**src/logic/fwp_defs.vh**
```
// Constants for the flash write-protect and mapping control block.
// Included by the controller, the checker and the bench; definitions only.
`ifndef FWP_DEFS_VH
`define FWP_DEFS_VH

// Register indices (printed offsets are these times four, so all multiples of four)
`define FWP_IDX_STAGED      12'h fd0
`define FWP_IDX_COMMIT      12'h fd1
`define FWP_IDX_MONITOR     12'h fd2
`define FWP_IDX_STATUS      12'h fd3

// Field positions in the staged control register
`define FWP_WP_HI           7
`define FWP_WP_LO           5
`define FWP_ROM_BIT         4
`define FWP_AREA_HI         3
`define FWP_AREA_LO         2

// Reset and encodings
`define FWP_STAGED_RST      8'h40
`define FWP_WP_BLOCK        3'h2
`define FWP_WP_ALLOW        3'h5
`define FWP_AREA_STD        2'h0
`define FWP_AREA_SWAP       2'h2
`define FWP_COMMIT_KEY      8'hd5

`endif

```
**src/logic/fwp_sync2.v**
```verilog
// Two-flop synchroniser for one level input.
// Assumes the input is asynchronous to clk.
`default_nettype none

module fwp_sync2
(
  input  wire clk,
  input  wire rst_n,
  input  wire din,
  output wire dout
);

  reg meta_ff;
  reg sync_ff;

  always @(posedge clk or negedge rst_n)
  begin
    if (!rst_n)
    begin
      meta_ff <= 1'b0;
      sync_ff <= 1'b0;
    end
    else
    begin
      meta_ff <= din;
      sync_ff <= meta_ff;
    end
  end

  assign dout = sync_ff;

endmodule

`default_nettype wire

```
**src/logic/fwp_ctrl.v**
```verilog
// Flash write-protect, boot ROM visibility and area mapping control.
// Assumes an APB master on pclk and a serial programming mode strap pin.
`default_nettype none
`include "fwp_defs.vh"

module fwp_ctrl
(
  input  wire        pclk,
  input  wire        presetn,
  input  wire        psel,
  input  wire        penable,
  input  wire        pwrite,
  input  wire [13:0] paddr,
  input  wire [31:0] pwdata,
  output reg  [31:0] prdata,
  output wire        pready,
  output wire        pslverr,
  input  wire        serial_mode_pin,
  input  wire        flash_cmd_req,
  output reg         flash_cmd_go,
  output reg         flash_active,
  output reg         code_upper_to_data,
  output reg         loader_rom_visible,
  output reg         flash_cmd_enabled
);

  reg  [7:0]  staged_ff;
  reg  [7:0]  active_ff;
  reg  [31:0] prdata_ff;
  reg         slverr_ff;
  reg         ready_ff;
  reg         blocked_cnt_seen_ff;
  reg  [7:0]  nxt_staged;
  reg  [7:0]  nxt_active;
  reg  [31:0] nxt_prdata;
  reg         nxt_slverr;
  wire        serial_mode;
  wire        access;
  wire        wr;
  wire [11:0] idx;
  wire        hit_staged;
  wire        hit_commit;
  wire        hit_monitor;
  wire        hit_status;
  wire [2:0]  act_wp;
  wire        act_allow;
  wire        act_rom;
  wire [1:0]  act_area;
  wire [7:0]  monitor_val;
  wire        setup;
  wire        key_ok;
  wire        commit_now;
  wire [31:0] status_val;
  reg         nxt_blocked;

  fwp_sync2 u_sync
  (
    .clk   (pclk),
    .rst_n (presetn),
    .din   (serial_mode_pin),
    .dout  (serial_mode)
  );

  // One wait-free access phase; ready is a flop held high
  assign access  = psel & penable;
  assign wr      = access & pwrite;
  assign idx     = paddr[13:2];
  assign hit_staged  = (idx == `FWP_IDX_STAGED);
  assign hit_commit  = (idx == `FWP_IDX_COMMIT);
  assign hit_monitor = (idx == `FWP_IDX_MONITOR);
  assign hit_status  = (idx == `FWP_IDX_STATUS);
  assign pready  = ready_ff;
  assign pslverr = slverr_ff;
  assign setup      = psel & ~penable;
  assign key_ok     = (pwdata[7:0] == `FWP_COMMIT_KEY);
  assign commit_now = wr & hit_commit & key_ok;

  assign act_wp    = active_ff[`FWP_WP_HI:`FWP_WP_LO];
  assign act_allow = (act_wp == `FWP_WP_ALLOW);
  assign act_rom   = active_ff[`FWP_ROM_BIT];
  assign act_area  = active_ff[`FWP_AREA_HI:`FWP_AREA_LO];

  // Monitor layout: allow flag, rom bit ORed with serial mode, area field
  assign monitor_val = {2'h0, act_allow, serial_mode | act_rom, act_area, 2'h0};
  assign status_val  = {29'h0000_0000, blocked_cnt_seen_ff, serial_mode, act_allow};

  // Setup phase decode: read data and error flag chosen here,
  // so both already stand through the access phase
  always @*
  begin
    nxt_prdata = 32'h0000_0000;
    nxt_slverr = 1'b0;
    if (setup)
    begin
      if (hit_staged)
      begin
        nxt_prdata = {24'h00_0000, staged_ff};
      end
      else if (hit_commit)
      begin
        nxt_prdata = 32'h0000_0000;
      end
      else if (hit_monitor)
      begin
        nxt_prdata = {24'h00_0000, monitor_val};
        nxt_slverr = pwrite;
      end
      else if (hit_status)
      begin
        nxt_prdata = status_val;
        nxt_slverr = pwrite;
      end
      else
      begin
        nxt_prdata = 32'h0000_0000;
        nxt_slverr = 1'b1;
      end
    end
  end

  // Access phase decode: staged writes and key commits
  always @*
  begin
    nxt_staged = staged_ff;
    nxt_active = active_ff;
    if (wr)
    begin
      if (hit_staged)
      begin
        nxt_staged = {pwdata[7:2], 2'h0};
      end
      else if (hit_commit)
      begin
        if (key_ok)
        begin
          nxt_active = staged_ff;
        end
      end
    end
  end

  // Blocked-request flag; a request in the commit cycle
  // wins over the clear, so no blocked request is lost
  always @*
  begin
    nxt_blocked = blocked_cnt_seen_ff;
    if (flash_cmd_req & ~act_allow)
    begin
      nxt_blocked = 1'b1;
    end
    else if (commit_now)
    begin
      nxt_blocked = 1'b0;
    end
  end

  // Staged copy, written freely by software
  always @(posedge pclk or negedge presetn)
  begin
    if (!presetn)
    begin
      staged_ff <= `FWP_STAGED_RST;
    end
    else
    begin
      staged_ff <= nxt_staged;
    end
  end

  // Active copy, moved only by a key commit
  always @(posedge pclk or negedge presetn)
  begin
    if (!presetn)
    begin
      active_ff <= `FWP_STAGED_RST;
    end
    else
    begin
      active_ff <= nxt_active;
    end
  end

  // Bus response; ready rises on the first edge after reset
  // and stays, so every access completes without waits
  always @(posedge pclk or negedge presetn)
  begin
    if (!presetn)
    begin
      prdata_ff <= 32'h0000_0000;
      slverr_ff <= 1'b0;
      ready_ff  <= 1'b0;
    end
    else
    begin
      ready_ff  <= 1'b1;
      slverr_ff <= nxt_slverr;
      if (setup)
      begin
        prdata_ff <= nxt_prdata;
      end
    end
  end

  always @*
  begin
    prdata = prdata_ff;
  end

  // Command gate: a request passes only under the allow code
  always @(posedge pclk or negedge presetn)
  begin
    if (!presetn)
    begin
      flash_cmd_go <= 1'b0;
    end
    else
    begin
      flash_cmd_go <= flash_cmd_req & act_allow;
    end
  end

  // Command enable as seen by the flash sequencer
  always @(posedge pclk or negedge presetn)
  begin
    if (!presetn)
    begin
      flash_cmd_enabled <= 1'b0;
    end
    else
    begin
      flash_cmd_enabled <= act_allow;
    end
  end

  // Array wake-up once the allow code is in force
  always @(posedge pclk or negedge presetn)
  begin
    if (!presetn)
    begin
      flash_active <= 1'b0;
    end
    else
    begin
      flash_active <= act_allow;
    end
  end

  // Code upper half seen in data space
  always @(posedge pclk or negedge presetn)
  begin
    if (!presetn)
    begin
      code_upper_to_data <= 1'b0;
    end
    else
    begin
      code_upper_to_data <= (act_area == `FWP_AREA_SWAP);
    end
  end

  // Loader ROM always shown in serial mode
  always @(posedge pclk or negedge presetn)
  begin
    if (!presetn)
    begin
      loader_rom_visible <= 1'b0;
    end
    else
    begin
      loader_rom_visible <= serial_mode | act_rom;
    end
  end

  // Sticky blocked-request flag
  always @(posedge pclk or negedge presetn)
  begin
    if (!presetn)
    begin
      blocked_cnt_seen_ff <= 1'b0;
    end
    else
    begin
      blocked_cnt_seen_ff <= nxt_blocked;
    end
  end

endmodule

`default_nettype wire

```
**config.mk**
```make
export PLATFORM = sky130hd
export DESIGN_NAME = fwp_ctrl
export DESIGN_NICKNAME = d
export VERILOG_FILES = /design/src/logic/fwp_sync2.v /design/src/logic/fwp_ctrl.v
export VERILOG_INCLUDE_DIRS = /design/src /design/src/logic
export SDC_FILE = /design/constraint.sdc
export NUM_CORES = 1
export LEC_CHECK = 0
export BUFFER_PORTS_ARGS = -buffer_cell sky130_fd_sc_hd__buf_2
export CAP_MARGIN = 20
export CORE_ASPECT_RATIO = 0.9
export CORE_UTILIZATION = 44
export CTS_CLUSTER_SIZE = 10
export DETAILED_ROUTE_END_ITERATION = 12
export PLACE_DENSITY = 0.84
export SETUP_SLACK_MARGIN = 0.15
export SLEW_MARGIN = 0
export SYNTH_ARGS = -nofsm -noshare
export SYNTH_HDL_FRONTEND = slang
export SYNTH_SLANG_ARGS = --single-unit
```
**constraint.sdc**
```tcl
create_clock -name pclk -period 2.2 [get_ports pclk]
set_input_delay 0.11 -clock pclk [delete_from_list [all_inputs] [get_ports pclk]]
set_output_delay 0.11 -clock pclk [all_outputs]
set_load 0.05 [all_outputs]
```
[After elaboration in Yosys (flattened, before gate mapping)]
Cells that the tools add are included.
Operators by class
  equality and inequality tests: 7
  muxes and demuxes: 11
  bitwise gates (word level): 11
  reductions and logical operators: 3
Operators by type and width (number)
  12-bit == test, second input constant: 4
  32-bit two-way mux: 1
  6-bit two-way mux: 2
  8-bit == test, second input constant: 1
  1-bit AND: 7
  1-bit two-way mux: 7
  4-bit AND reduction: 1
  3-bit == test, second input constant: 1
  3-bit two-way mux: 1
  1-bit inverter: 3
  2-bit == test, second input constant: 1
  2-bit AND reduction: 1
  2-bit nonzero test: 1
  1-bit bitwise OR: 1
Word-level totals
  register bits: 53

[Logic depth before layout (Yosys ltp)]
Gate-level depths: netlist of the first run.
  word-level depth: 6
  depth in mapped cells: 5
  mapped depth without buffers: 4

[Cells and area by module]
A second synthesis of the first run with hierarchy kept.
Unflattened totals
  cells, all modules: 119
  area total of the unflattened synthesis: 1411.4 µm²
By module, submodules not included
  fwp_ctrl: instances 1, cells an instance 117, area an instance 1361.3 µm², sequential area each 678.2 µm²
  fwp_sync2: instances 1, cells an instance 2, area an instance 50.0 µm², sequential area each 50.0 µm²

[Worst setup path before layout of the first run]
Ideal clock, no wire load.
  kind: input -> register
  from: input penable
  to: register prdata_ff[3], in the netlist prdata[3]
  library setup time: 74 ps
  arrival time: 1271 ps
  slack: 855 ps
  stages: 5
  path through: nand2b_4 buf_6 or4_4 or2_4 o21ai_2
On the way
  cells in the longest elaborated chain, start to end: 2
Ends and longest elaborated chain
  from (decl): RTL line fwp_ctrl.v:11  | input wire penable,
  1-bit inverter: RTL line fwp_ctrl.v:74  | assign setup = psel & ~penable;
  1-bit AND: RTL line fwp_ctrl.v:74
  to (signal assigned): RTL line fwp_ctrl.v:199  | prdata_ff <= nxt_prdata;
  to (decl): RTL line fwp_ctrl.v:29  | reg [31:0] prdata_ff;
No other way between the ends.
A chain may end at the register's enable or synchronous reset.

[Worst setup path in the final report of the first run]
  from: input paddr[5]
  to: register active_ff[4]
On the way
  cells in the longest elaborated chain, start to end: 3
  elaborated cells between the ends (all ways): 4
  classes of those cells: eq/ne (2); bitwise (1); reduce/logical (1)
Ends and longest elaborated chain
  from (decl): RTL line fwp_ctrl.v:13  | input wire [13:0] paddr,
  12-bit == test (no source line)
  1-bit inverter (no source line)
  4-bit AND reduction (no source line) (*)
  to (signal assigned): RTL line fwp_ctrl.v:175  | active_ff <= `FWP_STAGED_RST;
  to (signal assigned): RTL line fwp_ctrl.v:179  | active_ff <= nxt_active;
  to (decl): RTL line fwp_ctrl.v:28  | reg [7:0] active_ff;
Every way passes the cells marked *; elsewhere a longest branch is shown, timed or not.

==> key figures, run 1 <==
Status
  – Status: finished clean

Finish
  – Register area: 728 um^2
  – NumNets Final: 214
  – Area of the multi-input gates: 536 um^2
  – Post-route cell area: 0.00161 mm^2
  – Area grow syn2layout: 16.5%
  – Non-Filler Instances: 202
  – Layout cells sized above 1: 0.457
  – # diodes: 0
  – Filler cells: 271

Yosys
  – Top-area cell type share of the netlist area: 0.488
  – Post-synth top area cell: dfrtp_1
  – Post-synth EDFFs: 0
  – Synth async-reset ratio: 1.00
  – Synth unique cells: 31
  – Yosys Warn Count: 0
  – Syn Std Cell Area: 0.00138 mm^2
  – Synth Flop Type: dfrtp_1
  – Top-count cell post-synth: dfrtp_1
  – Sequential area share after synthesis: 0.526
  – Synth top cells by count: 27 x dfrtp_1, 25 x buf_4, 13 x mux2_2
  – Synth Register Bits: 29
  – Top post-synthesis cells by area: dfrtp_1 49%, buf_4 14%, mux2_2 11%, dfstp_2 3.8%, mux2i_1 2.2%
  – Gate Count Post-Synth: 115
  – Mapped Avg Cell Area: 12.0 um^2

STA
  – Relative slew slack: 0.595
  – RSZ-0062 raised after global routing: false
  – Final setup violation count: 0
  – Final Max Tran Viols: 0
  – Slew @ Worst Pin: 0.608 ns
  – Final hold viol count: 0
  – Setup TNS: 0 ns
  – Fin crit share: 0.569
  – Post-Route Skew: 0.00700 ns
  – Max frequency: 0.799 GHz
  – Period minus WS final: 1.25 ns

Critical path
  – Critical Path Start Type: input port
  – Critical path required time: 2.41 ns
  – Max stage delay cell, worst path: mux2_2
  – Worst-path cell chain: buf_2 -> or2_1 -> nor4_2 -> nand3_1 -> mux2_2
  – Worst path max stage delay: 0.36 ns
  – Setup crit end kind: flop
  – CP arrival: 1.46 ns
  – Worst-path maximum fanout: 7
  – Kind of critical path: in -> reg

Global route
  – Total grt overflow: 0
  – Initial antenna violation count: 0
  – Largest net degree at the start of global routing: 30
  – First-pass GRT wire length: 3930 um
  – Vias in the first global route: 907
  – Gr usage total: 0.160

Clock tree
  – CTS Root Buffer Type: clkbuf_4
  – # resized after CTS: 0
  – H-Tree Depth: 2
  – Num Clock Sinks: 29
  – TritonCTS clock tree: yes
  – Clk_lat worst skew: 0.31 ns
  – Reg clk slew, reported paths: 0.09 ns
  – Bufs on Longest Clock Path: 2
  – Cts bufs inserted: 5

Floorplan
  – Io pins: 92
  – # rows: 18
  – Die Area: 0.00337 mm^2
  – Chip width: 61.1 um
  – Die Span Y: 55.2 um
  – Core ar.: 0.00286 mm^2
  – Initial core utilization: 0.484

Pwr
  – Switching power: 302 uW
  – Max IR drop VDD: 0.414 mV
  – Pleak: 0.000862 uW
  – Pwr/cell area: 653 mW/mm^2
  – Clk pwr share: 0.336
  – Int Power: 752 uW
  – Sequential share of power: 0.511
  – Logic pwr share: 0.153
  – Sw Ratio: 0.286

Placed design
  – Final Wtd Congestion: 0.759
  – Placement-stage cell area: 0.00152 mm^2
  – HPWL after detailed placement: 1890 um
  – Buffers on Ports: 41
  – Dpl cells: 192

Route
  – DR vias: 935
  – DRT Pass-1 Iters: 4
  – Total routed wirelength: 2410 um
  – Wire per inst: 11.9 um
  – Metal1 wirelength: 952 um
  – DRC: 0
  – Initial DRC Count: 15
  – Met2 Wirelength: 1210 um
  – DR top layer: met4
  – Routed Antenna Nets: 0
  – Met3 WL: 181 um
  – Vias/cell: 4.63

Hold path
  – Worst min path class: in -> reg

Run
  – Max cap viols: 0
## final timing paths
check	depth (start not counted)	slack, ns	from	to
worst max-delay path	5	0.95	paddr[5]	active_ff[4]$_DFFE_PN0P_
worst min-delay path	2	0.03	flash_cmd_req	flash_cmd_go$_DFF_PN0_
worst max register to register	3	1.09	active_ff[4]$_DFFE_PN0P_	prdata[4]$_DFFE_PN0P_
worst min register to register	0	0.36	u_sync.meta_ff$_DFF_PN0_	u_sync.dout$_DFF_PN0_
max in group asynchronous	2	1.46	presetn	pslverr$_DFF_PN0_
min in group asynchronous	2	0.33	presetn	staged_ff[7]$_DFFE_PN0P_
## state kept, by name, indices dropped and copies added (netlist names)
| register | cells |
|---|---|
| prdata | 8 |
| active_ff | 6 |
| staged_ff | 6 |
| blocked_cnt_seen_ff | 1 |
| code_upper_to_data | 1 |
| flash_active | 1 |
| flash_cmd_go | 1 |
| loader_rom_visible | 1 |
| pready | 1 |
| pslverr | 1 |
| u_sync.dout | 1 |
| u_sync.meta_ff | 1 |
## metrics by stage
stage                     hold WS [ns]  worst slack (ns)  total power (uW)  utilization
final                           0.0271             0.949              1050        0.564
after global routing            0.0140             0.842              1110        0.564
after CTS                       0.0138             0.944              1070        0.564
after detailed placement         0.154             0.608               707        0.532
after global placement           0.145             0.595               705        0.532
after floorplan                 -0.186             0.855               701            -
## per-layer routing
metal	up-vias	GRT usage
met5	-	0
li1	437	-
met2	49	0.247
met3	9	0.0585
met4	0	0.0617
met1	440	0.200
## worst max-delay path: cells and delay by family
kind / cells / cell delay (ns)
buffers and inverters: 1 / 0.09
muxes: 1 / 0.36
and+or+nand+nor: 3 / 0.90
## placed cells by master, fill, tap and decap left out, types with 2 or more instances in the layout
cell	count
buf_2	41
dfrtp_1	27
conb_1	25
mux2_2	13
nand2_1	8
clkbuf_4	5
nand3_1	4
nor2_1	3
mux2i_1	3
o21ai_2	3
o21ai_0	3
nand4b_1	2
a22o_2	2
dfstp_2	2
clkbuf_8	2
dlygate4sd3_1	2
## logic make-up (layout without fill, tap and decap cells)
group                  count (synthesis)  count (layout)  share of synthesized area
flip-flops                            29              29                      0.526
AND/OR/NAND/NOR                       29              29                      0.129
buffers and inverters                 28              52                      0.149
multiplexers                          16              16                      0.127
AO/OA/AOI/OAI                         11              11                     0.0624
other                                  2              25                    0.00543
## power groups by stage
stage               clock network [uW]  logic, uW  registers (uW)
floorplan                            0        141             560
global placement                     0        156             549
detailed placement                   0        158             549
CTS                                370        161             539
global route                       398        172             539
finish                             354        161             539
## area by class of cell
type	instances	area share
Timing Repair Buffer	43	0.140
Inverter	1	0.00233
Clock buffer	7	0.0403
Multi-Input combinational cell	81	0.332
Sequential cell	29	0.452
Clock inverter	1	0.00310
Tap cell	40	0.0310
## timing repair
item	CTS	global route
buffers inserted	0	0
hold buffers	2	0
endpoints found under the hold margin	28	0
(Power assumes the default switching activity.)
==> run 2, diff against run 1 <==
CORE_UTILIZATION = 41   (was 44)
PLACE_DENSITY = 0.79   (was 0.84)
clock period = 1.21 ns   (was 2.2 ns; I/O delays follow)
==> run 2 against run 1 <==
Compared with the run above: critical path type unchanged; sequential cell count unchanged; setup slack got worse by 0.88 ns; highest routed layer unchanged; largest cell class unchanged; non-clock buffer count increased by 8.
==> key figures, run 2 (synthesized netlist as in run 1, its figures left out) <==
Global route
  – Initial antenna violation count: 0
  – Vias in the first global route: 914
  – Largest net degree at the start of global routing: 30
  – Total grt overflow: 0
  – Gr usage total: 0.153
  – First-pass GRT wire length: 4060 um

Route
  – DRC: 0
  – DR vias: 972
  – Wire per inst: 12.3 um
  – DRT Pass-1 Iters: 4
  – Initial DRC Count: 20
  – Routed Antenna Nets: 0
  – Total routed wirelength: 2620 um
  – Vias/cell: 4.58

Clock tree
  – H-Tree Depth: 2
  – Num Clock Sinks: 29
  – Setup bufs post-CTS: 0
  – TritonCTS clock tree: yes
  – Reg clk slew, reported paths: 0.06 ns
  – Cts bufs inserted: 5
  – Clk_lat worst skew: 0.27 ns
  – Bufs on Longest Clock Path: 2
  – CTS Root Buffer Type: clkbuf_8

Pwr
  – Clk pwr share: 0.435
  – Int Power: 1720 uW
  – Design Power: 2310 uW
  – Sequential share of power: 0.426
  – Pleak: 0.000955 uW
  – Logic pwr share: 0.140
  – Pwr/cell area: 1280 mW/mm^2
  – Max IR drop VDD: 0.909 mV
  – Sw Ratio: 0.254
  – Switching power: 587 uW

Floorplan
  – Die Area: 0.00361 mm^2
  – Core ar.: 0.00314 mm^2
  – # rows: 19
  – Chip width: 63.2 um
  – Die Span Y: 57.1 um
  – Initial core utilization: 0.441
  – Io pins: 92

STA
  – Relative slew slack: 0.579
  – Final setup violation count: 0
  – Final Max Tran Viols: 0
  – Setup WS post-layout: 0.0707 ns
  – Slew @ Worst Pin: 0.632 ns
  – Final hold viol count: 0
  – RSZ-0062 raised after global routing: true
  – Period minus WS final: 1.14 ns
  – Post-Route Skew: 0.00424 ns
  – Max frequency: 0.878 GHz
  – Fin crit share: 0.942

Finish
  – # diodes: 0
  – NumNets Final: 222
  – Area grow syn2layout: 30.5%
  – Filler cells: 278
  – Commonest cells after routing, fill and taps aside: 39 x buf_2, 27 x dfrtp_1, 25 x conb_1
  – Non-Filler Instances: 212
  – Layout cells sized above 1: 0.512
  – Largest register FFs: 8
  – Commonest non-fill, non-tap cell in the layout: buf_2

Placed design
  – Final Wtd Congestion: 0.826
  – Dpl cells: 202
  – HPWL after detailed placement: 2010 um
  – Pre-CTS WS: -0.278 ns
  – Buffers on Ports: 41

Critical path
  – CP arrival: 1.34 ns
  – Worst-path cell chain: buf_6 -> or2_4 -> or4_4 -> or2_4 -> o21ai_2
  – Kind of critical path: in -> reg
  – Setup crit end kind: flop
  – Worst-path maximum fanout: 3
  – Critical path required time: 1.42 ns
  – Worst path max stage delay: 0.55 ns
  – Max stage delay cell, worst path: or4_4
  – Most frequent CP cell: or2_4
  – Critical Path Start Type: input port

Run
  – Max cap viols: 0

Hold path
  – Worst min path class: in -> reg

Status
  – Status: finished clean
## run 2: changes by cell type in the layout (fill, tap and decap cells not counted), moves of 2 or more
cell      delta
buf_6        +3
buf_4        +7
a22o_2       -2
clkbuf_4     -5
clkbuf_8     +4
a22o_4       +2
mux2_4       +2
mux2_2       -2
buf_2        -2
o21ai_1      +2
o21ai_0      -2
## run 2: area by class of cell
cell class | count | area, um^2 | area share
tap | 42 | 52.6 | 0.0291
clock inverter | 1 | 30.0 | 0.0166
sequential | 29 | 728 | 0.403
inverter | 1 | 3.75 | 0.00208
timing repair buffer | 51 | 302 | 0.167
clock buffer | 7 | 86.3 | 0.0478
multi-input combinational | 81 | 603 | 0.334
## run 2: repair_timing
item                                   4_1_cts  5_1_grt
hold buffers                                 2        0
endpoints found under the hold margin       28        0
pin swaps                                    2        4
gates resized for setup                      9        7
setup endpoints to repair                   21       19
gates cloned                                 0        0
## run 2: worst max-delay path: cells and delay by family
kind	cells	cell delay [ns]
buffers and inverters	1	0.09
AND/OR/NAND/NOR	3	1.08
AO/OA/AOI/OAI	1	0.11
## run 2: routing by layer
layer / vias up / wire length, um / global-route usage
met3: 6 / 172 / 0.0560
met2: 46 / 1410 / 0.278
li1: 453 / - / -
met4: 0 / 42 / 0.0812
met5: - / 0 / 0
met1: 467 / 991 / 0.154
## run 2: through the flow
| stage | hold slack, ns | TNS (ns) | area [um^2] | util |
|---|---|---|---|---|
| 2_1_floorplan | -0.235 | -0.563 | 1480 | - |
| 5_1_grt | 0.0349 | 0 | 1810 | 0.575 |
| 3_5_place_dp | 0.114 | -4.64 | 1590 | 0.508 |
| 3_3_place_gp | 0.102 | -4.48 | 1590 | 0.508 |
| 6_report | 0.0207 | 0 | 1810 | 0.575 |
| 4_1_cts | 0.0122 | 0 | 1760 | 0.562 |
## run 2: power by group through the flow
stage | clock network, uW | registers, uW | logic, uW
after floorplan | 0 | 1020 | 259
after global placement | 0 | 999 | 299
after detailed placement | 0 | 999 | 304
after CTS | 1020 | 982 | 316
after global routing | 1060 | 982 | 341
final | 1000 | 982 | 322
## run 2: worst paths after layout
| path | start | to | slack, ns | depth (start not counted) |
|---|---|---|---|---|
| setup / recovery | paddr[5] | prdata[5]$_DFFE_PN0P_ | 0.07 | 5 |
| hold reg to reg | u_sync.meta_ff$_DFF_PN0_ | u_sync.dout$_DFF_PN0_ | 0.37 | 0 |
| max in group asynchronous | presetn | prdata[2]$_DFFE_PN0P_ | 0.46 | 2 |
| min in group asynchronous | presetn | staged_ff[7]$_DFFE_PN0P_ | 0.34 | 2 |
| setup reg to reg | active_ff[4]$_DFFE_PN0P_ | prdata[4]$_DFFE_PN0P_ | 0.16 | 3 |
| hold / removal | flash_cmd_req | flash_cmd_go$_DFF_PN0_ | 0.02 | 2 |
==> run 3, diff against run 2 <==
CORE_ASPECT_RATIO = 1.5   (was 0.9)
==> run 3 against run 2 <==
Compared with the run above: setup slack better by 0.0092 ns; clock power is 4% higher; fmax is 0.82% higher; highest routed layer unchanged; count of clock-buffer cells in the layout stayed put; sequential share of layout area is 0.54 points higher; non-clock buffer count stayed put; wire length is 0.31% higher.
==> key figures, run 3 (synthesized netlist as in run 1, its figures left out) <==
Status
  – Status: finished clean

Global route
  – Total grt overflow: 0
  – Gr usage total: 0.164
  – First-pass GRT wire length: 4280 um
  – Vias in the first global route: 892
  – Initial antenna violation count: 0
  – Largest net degree at the start of global routing: 30

STA
  – Final hold viol count: 0
  – Fin Hold WS: 0.0194 ns
  – Relative slew slack: 0.584
  – Slew @ Worst Pin: 0.624 ns
  – Post-Route Skew: 0.00453 ns
  – Max frequency: 0.885 GHz
  – Fin crit share: 0.934
  – Period minus WS final: 1.13 ns
  – Final Max Tran Viols: 0
  – RSZ-0062 raised after global routing: true
  – Final setup violation count: 0
  – Setup TNS: 0 ns

Critical path
  – Critical Path Start Type: input port
  – Kind of critical path: in -> reg
  – Critical path required time: 1.38 ns
  – Setup crit end kind: flop
  – CP arrival: 1.30 ns
  – Worst-path maximum fanout: 7

Finish
  – Register area: 728 um^2
  – Layout cells sized above 1: 0.506
  – Largest register FFs: 8
  – Commonest cells after routing, fill and taps aside: 39 x buf_2, 27 x dfrtp_1, 25 x conb_1
  – Filler cells: 278
  – # diodes: 0
  – Area of the multi-input gates: 583 um^2
  – Area grow syn2layout: 28.8%
  – Commonest non-fill, non-tap cell in the layout: buf_2
  – NumNets Final: 222

Clock tree
  – Num Clock Sinks: 29
  – Bufs on Longest Clock Path: 2
  – CTS Root Buffer Type: clkbuf_8
  – TritonCTS clock tree: yes
  – Clk_lat worst skew: 0.29 ns
  – H-Tree Depth: 2
  – Cts bufs inserted: 5
  – Reg clk slew, reported paths: 0.06 ns

Floorplan
  – Core ar.: 0.00319 mm^2
  – Die Span Y: 73.2 um
  – Die Area: 0.00362 mm^2
  – Chip width: 49.4 um
  – Initial core utilization: 0.434
  – # rows: 25
  – Io pins: 92

Run
  – Max cap viols: 0

Hold path
  – Worst min path class: in -> reg

Route
  – DR vias: 963
  – DRC: 0
  – Vias/cell: 4.59
  – Total routed wirelength: 2630 um
  – Wire per inst: 12.5 um
  – Initial DRC Count: 16
  – DRT Pass-1 Iters: 4
  – Routed Antenna Nets: 0

Pwr
  – Pleak: 0.000936 uW
  – Pwr/cell area: 1310 mW/mm^2
  – Max IR drop VDD: 0.936 mV

Placed design
  – Final Wtd Congestion: 0.795
  – Buffers on Ports: 41
  – HPWL after detailed placement: 1970 um
-- run 3: cell count changes in the layout (fill, tap and decap cells not counted), sizes merged --
cell | previous run | this run
dlygate4sd3 | 2 | 3
buf | 49 | 48
-- run 3: final cells by class --
| type | instances | area share |
|---|---|---|
| well taps | 40 | 0.0281 |
| repair buffers | 51 | 0.169 |
| clock buffers | 7 | 0.0485 |
| clock inverters | 1 | 0.0169 |
| inverters | 1 | 0.00211 |
| flip-flops and latches | 29 | 0.409 |
| multi-input cells | 81 | 0.327 |
-- run 3: stage by stage --
step                instance area (um^2)  cells  worst slack (ns)  utilization  power, uW
floorplan                           1480    138           -0.0833            -       1280
global placement                    1560    196            -0.265        0.489       1290
global route                        1780    210            0.0315        0.558       2420
detailed placement                  1560    196            -0.316        0.489       1300
CTS                                 1760    208            0.0813        0.551       2350
finish                              1780    210            0.0799        0.558       2340
-- run 3: per-layer routing --
| metal | up-vias | part of all wire | wire (um) | GRT usage |
|---|---|---|---|---|
| li1 | 449 | - | - | - |
| met1 | 469 | 0.38 | 995 | 0.186 |
| met2 | 37 | 0.55 | 1430 | 0.275 |
| met3 | 8 | 0.051 | 135 | 0.0458 |
| met4 | 0 | 0.023 | 61 | 0.0952 |
| met5 | - | 0 | 0 | 0 |
-- run 3: power breakdown --
group / switching [uW] / internal, uW
combinational: 246 / 69.9
sequential: 2.73 / 979
clock: 371 / 670
total: 619 / 1720
-- run 3: worst paths after layout --
path / from / end / slack, ns / cells after the start
min in group asynchronous: presetn / pready$_DFF_PN0_ / 0.32 / 2
hold reg to reg: u_sync.meta_ff$_DFF_PN0_ / u_sync.dout$_DFF_PN0_ / 0.35 / 0
setup / recovery: paddr[7] / active_ff[7]$_DFFE_PN0P_ / 0.08 / 5
setup reg to reg: active_ff[4]$_DFFE_PN0P_ / prdata[4]$_DFFE_PN0P_ / 0.16 / 3
max in group asynchronous: presetn / flash_active$_DFF_PN0_ / 0.47 / 2
hold / removal: pwdata[5] / staged_ff[5]$_DFFE_PN0P_ / 0.02 / 2
-- run 3: timing repair --
| item | 4_1_cts | 5_1_grt |
|---|---|---|
| endpoints found under the setup margin | 19 | 20 |
| setup buffers | 1 | 2 |
| resized for setup | 8 | 4 |
| hold buffers | 3 | 0 |
| pin swaps | 5 | 0 |
| hold endpoints to repair | 29 | 0 |
-- run 3: critical path, stage by stage --
cell and delay, ns:
buf_6 0.09, nand4b_1 0.26, nor4_4 0.39, nand3_4 0.18, mux2_2 0.32
